## src/rtl/asgp_pkg.sv

```systemverilog
// Constants, carriers and decode helpers for the analog-shared GPIO port
package asgp_pkg;

    // Widths
    localparam int PIN_W  = 6;
    localparam int ADDR_W = 8;
    localparam int DATA_W = 8;
    localparam int CFG_W  = 4;

    // Register offsets
    localparam logic [ADDR_W-1:0] OFS_PIN_DATA   = 8'h05;
    localparam logic [ADDR_W-1:0] OFS_DIRECTION  = 8'h85;
    localparam logic [ADDR_W-1:0] OFS_ANALOG_CFG = 8'h9f;
    localparam logic [ADDR_W-1:0] OFS_PIN_SET    = 8'he5;
    localparam logic [ADDR_W-1:0] OFS_PIN_CLR    = 8'he6;

    // Pin roles and field positions
    localparam int TMR_PIN    = 4;
    localparam int SS_PIN     = 5;
    localparam int VREF_PIN   = 3;
    localparam int RESFMT_BIT = 7;
    localparam int CFG_LSB    = 0;

    // Reset values
    localparam logic [PIN_W-1:0] LATCH_RST = 6'h00;
    localparam logic [PIN_W-1:0] DIR_RST   = 6'h3f;
    localparam logic [CFG_W-1:0] CFG_RST   = 4'h0;
    localparam logic             FMT_RST   = 1'b0;

    // Pin masks
    localparam logic [PIN_W-1:0] ANALOG_CAPABLE = 6'h2f;
    localparam logic [PIN_W-1:0] NO_MASK        = 6'h00;

    // Software-visible port state
    typedef struct packed {
        logic [PIN_W-1:0] latch;
        logic [PIN_W-1:0] dir;
        logic             fmt;
        logic [CFG_W-1:0] cfg;
    } asgp_regs_t;

    // Whole state of the port module
    typedef struct packed {
        asgp_regs_t        regs;
        logic [DATA_W-1:0] rdata;
        logic [PIN_W-1:0]  pin_out;
        logic [PIN_W-1:0]  pin_oe;
        logic [PIN_W-1:0]  analog;
        logic              vref;
        logic              tmr_clk;
        logic              ss_n;
    } asgp_state_t;

    // Synchroniser state
    typedef struct packed {
        logic [PIN_W-1:0] s1;
        logic [PIN_W-1:0] s2;
        logic [PIN_W-1:0] s3;
        logic [PIN_W-1:0] level;
    } asgp_sync_t;

    // Which pins a configuration code turns analog
    function automatic logic [PIN_W-1:0] asgp_analog_mask(input logic [CFG_W-1:0] cfg);
        logic [PIN_W-1:0] m;
        m = ANALOG_CAPABLE;
        case (cfg)
            4'h4, 4'h5: m = 6'h0b;
            4'h6, 4'h7: m = NO_MASK;
            4'hd:       m = 6'h0f;
            4'he:       m = 6'h01;
            4'hf:       m = 6'h0d;
            default:    m = ANALOG_CAPABLE;
        endcase
        return m;
    endfunction

    // Whether a configuration code takes the reference from its pin
    function automatic logic asgp_vref_en(input logic [CFG_W-1:0] cfg);
        return (cfg == 4'h1) || (cfg == 4'h5) || (cfg == 4'hf);
    endfunction

endpackage

```

## src/rtl/asgp_port.sv

```systemverilog
// Six-pin GPIO port shared with analog inputs, timer clock and slave select
//
// Contract
// - Six bidirectional pins, each with its own latch bit and direction bit.
// - Direction bit one makes the pin an input, driver off.
// - Direction bit zero drives the pin from its latch bit.
// - Data reads return pin levels; data writes go to the latch only.
// - Set and clear writes are read-modify-write: pins sampled, bits changed, whole latch stored.
// - Pin four feeds the timer clock; its output is open drain.
// - Pins other than four may be analog, chosen by the config field.
// - After power-on the analog pins are analog and read as zero.
// - Direction bits still steer drivers while a pin is analog.
// - Unimplemented data, direction and config bits read as zero.
// - Power-on clears latch; other resets keep bit four, clear the rest.
// - Every reset sets all six direction bits.
// - Pin five also serves as serial-port slave select input.
// - Pin three may be GPIO, analog input or reference input.
// - An enabled peripheral on a pin takes it away from GPIO.
//
// Design decision made here: the address-and-strobe port.
`timescale 1ns/1ps
module asgp_port
    import asgp_pkg::*;
(
    // Clock and resets
    input  wire logic              i_clk,
    input  wire logic              i_resetn,
    input  wire logic              i_other_rst,
    // Register port
    input  wire logic [ADDR_W-1:0] i_addr,
    input  wire logic [DATA_W-1:0] i_wdata,
    input  wire logic              i_wr,
    input  wire logic              i_rd,
    output logic      [DATA_W-1:0] o_rdata,
    // Pins
    input  wire logic [PIN_W-1:0]  i_pin_in,
    output logic      [PIN_W-1:0]  o_pin_out,
    output logic      [PIN_W-1:0]  o_pin_oe,
    // Peripheral enables
    input  wire logic              i_tmr_ext_en,
    input  wire logic              i_ss_en,
    // Peripheral and analog side
    output logic                   o_tmr_clk,
    output logic                   o_slave_select_n,
    output logic      [PIN_W-1:0]  o_analog_sel,
    output logic                   o_vref_sel,
    output logic                   o_result_format
);

    asgp_state_t      st_q;
    asgp_state_t      st_d;
    logic [PIN_W-1:0] pin_lvl;
    logic [PIN_W-1:0] digital_in;

    // Pin levels into the core clock domain
    asgp_sync u_sync (
        .i_clk    (i_clk),
        .i_resetn (i_resetn),
        .i_async  (i_pin_in),
        .o_level  (pin_lvl)
    );

    // Analog pins read as zero on the digital path
    assign digital_in = pin_lvl & ~asgp_analog_mask(st_q.regs.cfg);

    // Next-state logic: register access, other reset, pin drivers
    always_comb begin
        st_d       = st_q;
        st_d.rdata = '0;

        // Read data stands for the one cycle after the strobe
        if (i_rd) begin
            case (i_addr)
                OFS_PIN_DATA:   st_d.rdata = {2'b00, digital_in};
                OFS_DIRECTION:  st_d.rdata = {2'b00, st_q.regs.dir};
                OFS_ANALOG_CFG: st_d.rdata = {st_q.regs.fmt, 3'b000, st_q.regs.cfg};
                default:        st_d.rdata = '0;
            endcase
        end

        // Data writes load the latch; set and clear build it from sampled pins; direction and config writes load their fields
        if (i_wr) begin
            case (i_addr)
                OFS_PIN_DATA: begin
                    st_d.regs.latch = i_wdata[PIN_W-1:0];
                end
                OFS_PIN_SET: begin
                    st_d.regs.latch = digital_in | i_wdata[PIN_W-1:0];
                end
                OFS_PIN_CLR: begin
                    st_d.regs.latch = digital_in & ~i_wdata[PIN_W-1:0];
                end
                OFS_DIRECTION: begin
                    st_d.regs.dir = i_wdata[PIN_W-1:0];
                end
                OFS_ANALOG_CFG: begin
                    st_d.regs.fmt = i_wdata[RESFMT_BIT];
                    st_d.regs.cfg = i_wdata[CFG_LSB +: CFG_W];
                end
                default: begin
                    st_d.regs = st_q.regs;
                end
            endcase
        end

        // Non-power resets win over a write in the same cycle
        if (i_other_rst) begin
            st_d.regs.latch          = LATCH_RST;
            st_d.regs.latch[TMR_PIN] = st_q.regs.latch[TMR_PIN];
            st_d.regs.dir            = DIR_RST;
            st_d.regs.fmt            = FMT_RST;
            st_d.regs.cfg            = CFG_RST;
        end

        // Push-pull drivers gated by direction, on every pin but the timer pin
        st_d.pin_out = st_d.regs.latch;
        st_d.pin_oe  = ~st_d.regs.dir;

        // Timer clock pin: open drain, only pulls low
        st_d.pin_out[TMR_PIN] = 1'b0;
        st_d.pin_oe[TMR_PIN]  = ~st_d.regs.dir[TMR_PIN] & ~st_d.regs.latch[TMR_PIN]
                                & ~i_tmr_ext_en;

        // Slave select in use keeps its pin receive-only
        if (i_ss_en) begin
            st_d.pin_oe[SS_PIN] = 1'b0;
        end

        // Analog routing and peripheral inputs
        st_d.analog  = asgp_analog_mask(st_d.regs.cfg);
        st_d.vref    = asgp_vref_en(st_d.regs.cfg);
        st_d.tmr_clk = pin_lvl[TMR_PIN];
        st_d.ss_n    = pin_lvl[SS_PIN] | ~i_ss_en;
    end

    // State register; power-on leaves all pins inputs, all but pin four analog
    always_ff @(posedge i_clk or negedge i_resetn) begin
        if (!i_resetn) begin
            st_q.regs.latch <= LATCH_RST;
            st_q.regs.dir   <= DIR_RST;
            st_q.regs.fmt   <= FMT_RST;
            st_q.regs.cfg   <= CFG_RST;
            st_q.rdata      <= '0;
            st_q.pin_out    <= '0;
            st_q.pin_oe     <= '0;
            st_q.analog     <= ANALOG_CAPABLE;
            st_q.vref       <= 1'b0;
            st_q.tmr_clk    <= 1'b1; // Idle high like the pulled-up pin
            st_q.ss_n       <= 1'b1;
        end else begin
            st_q <= st_d;
        end
    end

    // Outputs straight from the state register
    assign o_rdata          = st_q.rdata;
    assign o_pin_out        = st_q.pin_out;
    assign o_pin_oe         = st_q.pin_oe;
    assign o_tmr_clk        = st_q.tmr_clk;
    assign o_slave_select_n = st_q.ss_n;
    assign o_analog_sel     = st_q.analog;
    assign o_vref_sel       = st_q.vref;
    assign o_result_format  = st_q.regs.fmt;
endmodule

```

## src/rtl/asgp_sync.sv

```systemverilog
// Three-stage pin synchroniser with agreement filter
`timescale 1ns/1ps
module asgp_sync
    import asgp_pkg::*;
(
    // Clock and reset
    input  wire logic             i_clk,
    input  wire logic             i_resetn,
    // Asynchronous pins in, filtered levels out
    input  wire logic [PIN_W-1:0] i_async,
    output logic      [PIN_W-1:0] o_level
);

    asgp_sync_t st_q;
    asgp_sync_t st_d;

    // Shift chain; level moves only once stages two and three agree
    always_comb begin
        st_d    = st_q;
        st_d.s1 = i_async;
        st_d.s2 = st_q.s1;
        st_d.s3 = st_q.s2;
        for (int i = 0; i < PIN_W; i++) begin
            if (st_q.s2[i] == st_q.s3[i]) begin
                st_d.level[i] = st_q.s3[i];
            end
        end
    end

    // State register
    always_ff @(posedge i_clk or negedge i_resetn) begin
        if (!i_resetn) begin
            st_q <= '1; // Idle high, so no false timer edge after reset
        end else begin
            st_q <= st_d;
        end
    end

    assign o_level = st_q.level;

endmodule

```

## config.mk

```make
export PLATFORM = sky130hd
export DESIGN_NAME = asgp_port
export DESIGN_NICKNAME = d
export VERILOG_FILES = /design/src/rtl/asgp_pkg.sv /design/src/rtl/asgp_port.sv /design/src/rtl/asgp_sync.sv
export SDC_FILE = /design/constraint.sdc
export NUM_CORES = 1
export LEC_CHECK = 0
export BUFFER_PORTS_ARGS = -buffer_cell sky130_fd_sc_hd__buf_2
export CELL_PAD_IN_SITES_DETAIL_PLACEMENT = 1
export CELL_PAD_IN_SITES_GLOBAL_PLACEMENT = 1
export CORE_MARGIN = 3
export CORE_UTILIZATION = 40
export DETAILED_ROUTE_END_ITERATION = 10
export PLACE_DENSITY_LB_ADDON = 0.1
export SLEW_MARGIN = 30
export SYNTH_ARGS = -nofsm -noshare
export SYNTH_HDL_FRONTEND = slang
export SYNTH_HIERARCHICAL = 1
export SYNTH_SLANG_ARGS = --single-unit
```

## constraint.sdc

```tcl
create_clock -name i_clk -period 2 [get_ports i_clk]
set_clock_uncertainty 0.1 [all_clocks]
set_input_delay 0.1 -clock i_clk [delete_from_list [all_inputs] [get_ports i_clk]]
set_output_delay 0.1 -clock i_clk [all_outputs]
set_load 0.03 [all_outputs]
```

# == After elaboration in Yosys (flattened, before gate mapping) ==
# Index checks and enable logic that the tools add are counted.
# word_totals
reg_bits,69
in_bits,29
output_inout_bits,30
wordCells,78
# classes
eq_ne,26
muxes,10
bitwise_logic,13
n_reduce_logical,9
# ops
cell,count
$pmux 6 s5,2
$mux 17,2
$eq 4x3->1 const B,8
$eq 8x8->1 const B,4
$eq 4x4->1 const B,6
$pmux 8 s3,1
$not 6->6,3
$pmux 6 s3,1
$and 6x6->6,2
$eq 8x3->1 const B,1
$mux 8,1
$reduce_or 2->1,4
$eq 1x1->1,6
$mux 6,1
$or 6x6->6,1
$mux 5,1
$eq 4x1->1 const B,1
$not 1->1,4
$reduce_bool 2->1,2
$and 1x1->1,2
$logic_or 1x1->1,2
$reduce_and 2->1,1
$mux 1,1
$or 1x1->1,1

# == Longest topological paths before layout ==
# Gate-level depths: netlist of run 1.
# logic_depth
depth_word,12
mapped_depth,5
mapped_depth_nobuf,4

# == Modules after synthesis ==
# Netlist of run 1, hierarchy kept.
# modules_own_cells
mod,n_inst,cells_each,area_each_um2,seq_area_each_um2
asgp_port,1,227,2125.8,967.2
asgp_sync,1,36,743.2,630.6

# == Worst setup path after synthesis of run 1 ==
# Ideal clock, no wire load.
# synth_path
kind,input port to flip-flop
start,input port i_addr[3]
end,register st_q (netlist bit o_rdata[0])
setup_time_ns,0.111
arrival_time_ns,1.739
required_ns,1.789
path_slack_ns,0.049
stages,5
path_buffers,1
path_cell_list,or4b_1 -> clkbuf_1 -> or2_1 -> or3_1 -> a2111oi_2
# synth_rtl
item,line,text
start: declaration,asgp_port.sv:30,"input wire logic [ADDR_W-1:0] i_addr,"
end signal: assignment,asgp_port.sv:151,st_q <= st_d;
end: declaration,asgp_port.sv:50,asgp_state_t st_q;

==> run metrics, run 1 <==
status=finished clean; final setup margin=around 0.21 ns; synthesized cell area=between 2000 and 3000 sq um; Clock transition at path regs=0.08 ns; routed vias/inst=4.99; FILL cells=775; initial antenna violation count=0; required time of the critical path=about 2.1 ns; Core Area=6870 sq um; Ant. Diodes=0; dpl ws=-0.143 ns; Final min period=1.79 ns; Worst Setup End Kind=flop; CP Class=input pin to flop; via count=2135; Max Slew Vio Count=0; arrival time at the worst endpoint=1.93 ns; Primary FF master, synth=dfstp_2; Yosys reg bits=62; GP Congestion=between 0.8 and 0.9; number of placed cells counting well taps=396; Max clock buf depth=2; post-synthesis cell type count=45; H-tree Lvls=3; HP Class=input pin to flop; crit-path leading delay family=simple AND/OR/NAND/NOR gates; largest net degree at the start of global routing=35; GRT Overall Usage=0.180; Layout area overhead=24.0%; Post-synth EDFFs=0; crit start category=input pin; async set or reset register ratio after synthesis=1.00; DR iter-0 viols=133; PwrDens=740 nW/um^2; CTS Sinks=between 60 and 70; vias in the first global route=around 2300; maximum vdd drop=0.540 mV; CP peak stage delay=between 0.6 and 0.7 ns; FMAX=559 MHz; clk_lat worst skew=0.34 ns; first-pass GRT wire length=11.7 mm; Leakage=0.00152 uW; DP Wirelength=around 5.0 mm; full die area=roughly 8200 sq um; MaxCap Viol Count=0; Initial Utilization=0.418; CP Cell Sequence=buf_2, or4b_2, or2_1, or3_1, a2111oi_2; Slowest-stage cell, CP=or4b_2; cts bufs inserted=9; synthesized netlist cell count=263; Final Setup Violations=0; CP Max Fanout=4; First-pass DRT Iterations=4; Syn. warnings=6; CTS root buffer=clkbuf_8; Die Y=90.7 microns; DRC viols=0; Post-Syn Area per Cell=10.9 sq um; Max transition margin=0.597; Port Buffers=54; Nets=356; RSZ-0062 raised after global routing=false; register area share after synthesis=0.557; GR Overflow Total=0; CTS tree=done; Hold Fails Final Rpt=0; CP bufs+invs=1; Die Wd=slightly above 90 microns; Rows=30; Final period util=0.895; Post-DRT Antenna Nets=0; layout cells sized above 1=0.434; drt total wl=6.99 mm; # IOs=59; Post-Layout Cell Count=428; Routed wire per std cell=16.3 microns; slew of the pin with the lowest slew margin=0.604 ns
-- layout by cell type (no fill, tap or decap), types with 9 or more instances in the layout --
cell type       n
buf_2          54
dfstp_2        37
nand2_1        27
dfrtp_1        25
buf_4          24
dlygate4sd3_1  16
nand3_1        11
a21oi_1        10
nor3_1         10
clkbuf_8        9
-- registers in the layout, indices dropped and copies added (netlist names) --
name and count:
o_pin_oe 6, u_sync/st_d 12, o_rdata 7, o_slave_select_n 1, o_tmr_clk 1, o_pin_out 1
o_analog_sel 5, o_vref_sel 1, st_q 15, u_sync/o_level 6, u_sync/st_q 6, o_result_format 1
-- per-layer routing --
layer / vias to the layer above / share of wire / wire, microns / global-route usage
met2: 50 / 0.48 / 3380 / 0.288
met4: 0 / 0.0046 / 32 / 0.0574
met3: 2 / 0.047 / 329 / 0.0458
met5: - / 0 / 0 / 0
met1: 1064 / 0.46 / 3250 / 0.238
li1: 1019 / - / - / -
-- worst reg2reg max path, cell delays in order (launching register included) --
cell and delay [ns]:
dfrtp_1 0.47, nand2_1 0.24, or3_1 0.42, a2111oi_2 0.36
-- power breakdown --
part           internal, uW  switching (uW)  total, uW  leakage (uW)
clock                   576             510       1090     0.0000914
combinational          90.1             119        209      0.000695
sequential             1320            20.8       1340      0.000738
-- cells in the mapped netlist, types with 2 or more instances --
library cell	count	area [sq um]
inv_1	5	18.8
a311oi_1	5	43.8
mux2i_1	3	30.0
dfstp_2	37	972
dfrtp_1	25	626
o21ai_0	5	25.0
clkbuf_1	13	48.8
or3_1	6	37.5
and2_1	7	43.8
a21oi_1	10	50.1
nor4_1	2	12.5
a2111oi_0	2	17.5
nand2b_1	7	43.8
or4_1	2	15.0
nand2_1	27	101
maj3_2	6	67.6
a211o_1	5	43.8
or4b_1	3	30.0
a21o_1	4	30.0
nor2_1	6	22.5
nand3_1	11	55.1
a211oi_1	7	52.6
nor3_1	10	50.1
buf_4	32	240
and3_1	3	18.8
-- path summary, 6_finish.rpt --
kind                                           startpoint                     endpoint  slack, ns  depth (start not counted)
worst max-delay path                            i_addr[5]         o_rdata[0]$_DFF_PN0_       0.21                          5
worst min-delay path                           i_wdata[4]        o_pin_oe[4]$_DFF_PN0_       0.04                          3
worst max register to register         st_q[30]$_DFF_PN0_         o_rdata[0]$_DFF_PN0_       0.31                          3
worst min register to register  u_sync/st_d[15]$_DFF_PN1_     u_sync/st_d[9]$_DFF_PN1_       0.26                          0
max in group asynchronous                        i_resetn    o_analog_sel[0]$_DFF_PN1_       0.94                          3
min in group asynchronous                        i_resetn  o_result_format$_DFFE_PN0P_       0.21                          2
-- stage by stage --
stage	area [sq um]	total power, uW	TNS, ns	hold WS, ns	util
after floorplan	2880	1460	0	-0.296	-
after global placement	3200	1540	-0.268	0.0517	0.466
after detailed placement	3200	1550	-0.456	0.0532	0.466
after CTS	3560	2670	0	0.0278	0.518
after global routing	3560	2770	0	0.0381	0.518
final	3560	2630	0	0.0393	0.518
-- layout make-up --
class                   count  area, sq um  area share
flip-flops and latches     62         1600       0.449
multi-input cells         153          971       0.273
repair buffers             96          651       0.183
clock buffers               9          124      0.0348
well taps                  96          120      0.0338
clock inverters             7         75.1      0.0211
inverters                   5         18.8     0.00528
-- what timing repair did --
item                      4_1_cts  5_1_grt
gates resized for setup         0        0
hold endpoints to repair       22        0
buffers inserted                0        0
hold buffers                   16        0
-- logic make-up (layout without fill, tap and decap cells) --
kind of cell	after synthesis	after routing	synth area share
flip-flops	62	62	0.557
adder cells (fa/ha/maj)	6	6	0.0235
AO/OA/AOI/OAI	46	46	0.118
other	1	3	0.00131
XOR/XNOR	1	1	0.00305
multiplexers	3	3	0.0105
AND/OR/NAND/NOR	94	94	0.179
buffers and inverters	50	117	0.107
Power figures use the tool's default switching activity.
==> inputs of run 2 (changes only) <==
==> constraint.sdc (replaced) <==
create_clock -name i_clk -period 2.1 [get_ports i_clk]
set_clock_uncertainty 0.1 [all_clocks]
set_input_delay 0.105 -clock i_clk [delete_from_list [all_inputs] [get_ports i_clk]]
set_output_delay 0.105 -clock i_clk [all_outputs]
set_load 0.03 [all_outputs]
==> run metrics, run 2 (synthesized netlist as in run 1, its figures left out) <==
arrival time at the worst endpoint=1.95 ns (+0.02 ns); Max clock buf depth=2 (unchanged); GR Overflow Total=0 (unchanged); Layout area overhead=23.0%; max reg flops=15 (unchanged); setup total negative slack=0 ns (unchanged); Rows=30 (unchanged); vias in the first global route=2166 (-4.5%); full die area=8220 sq um (unchanged); Hold Fails Final Rpt=0 (unchanged); routed vias/inst=5.05 (+1.2%); DRC viols=0 (unchanged); Worst Setup End Kind=flop; most frequent cells in the layout=buf_2 (54), dfstp_2 (37), nand2_1 (27); Leakage=0.00152 uW (-0.20%); Die Wd=90.7 microns (unchanged); # IOs=59 (unchanged); DR iter-0 viols=122 (-8.3%); FF-to-FF Start=st_q[30]$_DFF_PN0_; Largest Register=st_q; First-pass DRT Iterations=4 (unchanged); status=finished clean; hold_sp=i_wdata[3]; GRT Overall Usage=0.177 (-0.00339); DP Wirelength=4.77 mm (-4.3%); CTS tree=done; cts bufs inserted=9 (unchanged); crit path launch=i_addr[5]; Power Total=2630 uW (about the same); hold_buf cts=16 (unchanged); Core Area=6870 sq um (unchanged); required time of the critical path=2.23 ns (+0.09 ns); Resized cells post-CTS=0 (unchanged); CTS Sinks=62 (unchanged); Int Pwr=2010 uW (+1.3%); Clk pwr share=0.441 (+0.029); drt total wl=6.84 mm (-2.2%); Slowest-stage cell, CP=or4b_2; GP Congestion=0.807 (-6.7%); Final min period=1.82 ns; Max Slew Vio Count=0 (unchanged); final setup margin=0.284 ns (+0.0740 ns); FMAX=551 MHz; combinational power share=0.074 (-0.005); Final period util=0.865; Die Y=90.7 microns (unchanged); via count=2136 (+0.047%); RSZ-0062 raised after global routing=false; crit start category=input pin; Ant. Diodes=0 (unchanged); net switching power=622 uW (-4.3%); PwrDens=746 nW/um^2 (+0.69%); CP bufs+invs=1 (unchanged); Nets=351 (-1.4%); final core utilization=0.514 (-0.00401); Clock transition at path regs=0.07 ns (about the same); number of placed cells counting well taps=391 (-1.3%); Seq pwr share=0.485 (-0.023); CTS root buffer=clkbuf_8; dpl ws=-0.0595 ns (+0.0833 ns); CP Max Fanout=4 (unchanged); largest net degree at the start of global routing=63 (+80%); CP Cell Sequence=buf_2, or4b_2, or2_1, or3_1, a2111oi_2; Final Setup Violations=0 (unchanged); layout cells sized above 1=0.425 (-0.00866); commonest non-fill, non-tap cell in the layout=buf_2; Port Buffers=54 (unchanged); Post-DRT Antenna Nets=0 (unchanged); switch share=0.237 (-0.0104); H-tree Lvls=3 (unchanged); crit-path leading delay family=simple AND/OR/NAND/NOR gates; CP Class=input pin to flop; maximum vdd drop=0.510 mV (-5.5%); HP Class=input pin to flop; clk_lat worst skew=0.34 ns (about the same); CP peak stage delay=0.69 ns (+0.02 ns); initial antenna violation count=0 (unchanged); Post-Layout Cell Count=423 (-1.2%); MaxCap Viol Count=0 (unchanged); Initial Utilization=0.418 (unchanged); first-pass GRT wire length=11.4 mm (-2.1%); Post-CTS Setup Bufs=0 (unchanged); Routed wire per std cell=16.2 microns (-1.0%)
-- run 2: layout make-up --
cell class / instances / area [sq um]
fillers: 772 / 3340
flip-flops and latches: 62 / 1600
multi-input cells: 153 / 971
repair buffers: 91 / 601
clock buffers: 9 / 124
well taps: 96 / 120
clock inverters: 7 / 97.6
inverters: 5 / 18.8
-- run 2: final timing paths --
check	to	slack (ns)	depth (start not counted)
max	o_rdata[0]$_DFF_PN0_	0.28	5
min	st_q[32]$_DFF_PN0_	0.02	3
max reg2reg	o_rdata[0]$_DFF_PN0_	0.41	3
min reg2reg	u_sync/st_d[8]$_DFF_PN1_	0.26	0
max in group asynchronous	o_analog_sel[0]$_DFF_PN1_	1.41	3
min in group asynchronous	st_q[32]$_DFF_PN0_	0.20	3
-- run 2: layer usage --
layer  track usage  vias up  wire (microns)
met1         0.244     1045            3150
met5             0        -               0
met2         0.274       61            3170
met3        0.0333       10             390
li1              -     1020               -
met4        0.0689        0             119
-- run 2: tightest hold or removal path: stages --
cell and delay (ns):
buf_2 0.17, nand2_1 0.08, a21oi_1 0.05
-- run 2: through the flow --
step	instance area [sq um]	hold WS, ns
5_1_grt	3530	0.0463
6_report	3530	0.0154
2_1_floorplan	2880	-0.291
3_3_place_gp	3150	0.0379
4_1_cts	3530	0.00368
3_5_place_dp	3150	0.0386
-- run 2: power groups by stage --
stage	Sequential [uW]	Combinational, uW	Clock (uW)
after detailed placement	1300	174	0
after global routing	1280	216	1260
final	1280	195	1160
after CTS	1280	198	1200
after global placement	1290	172	0
after floorplan	1290	95.6	0
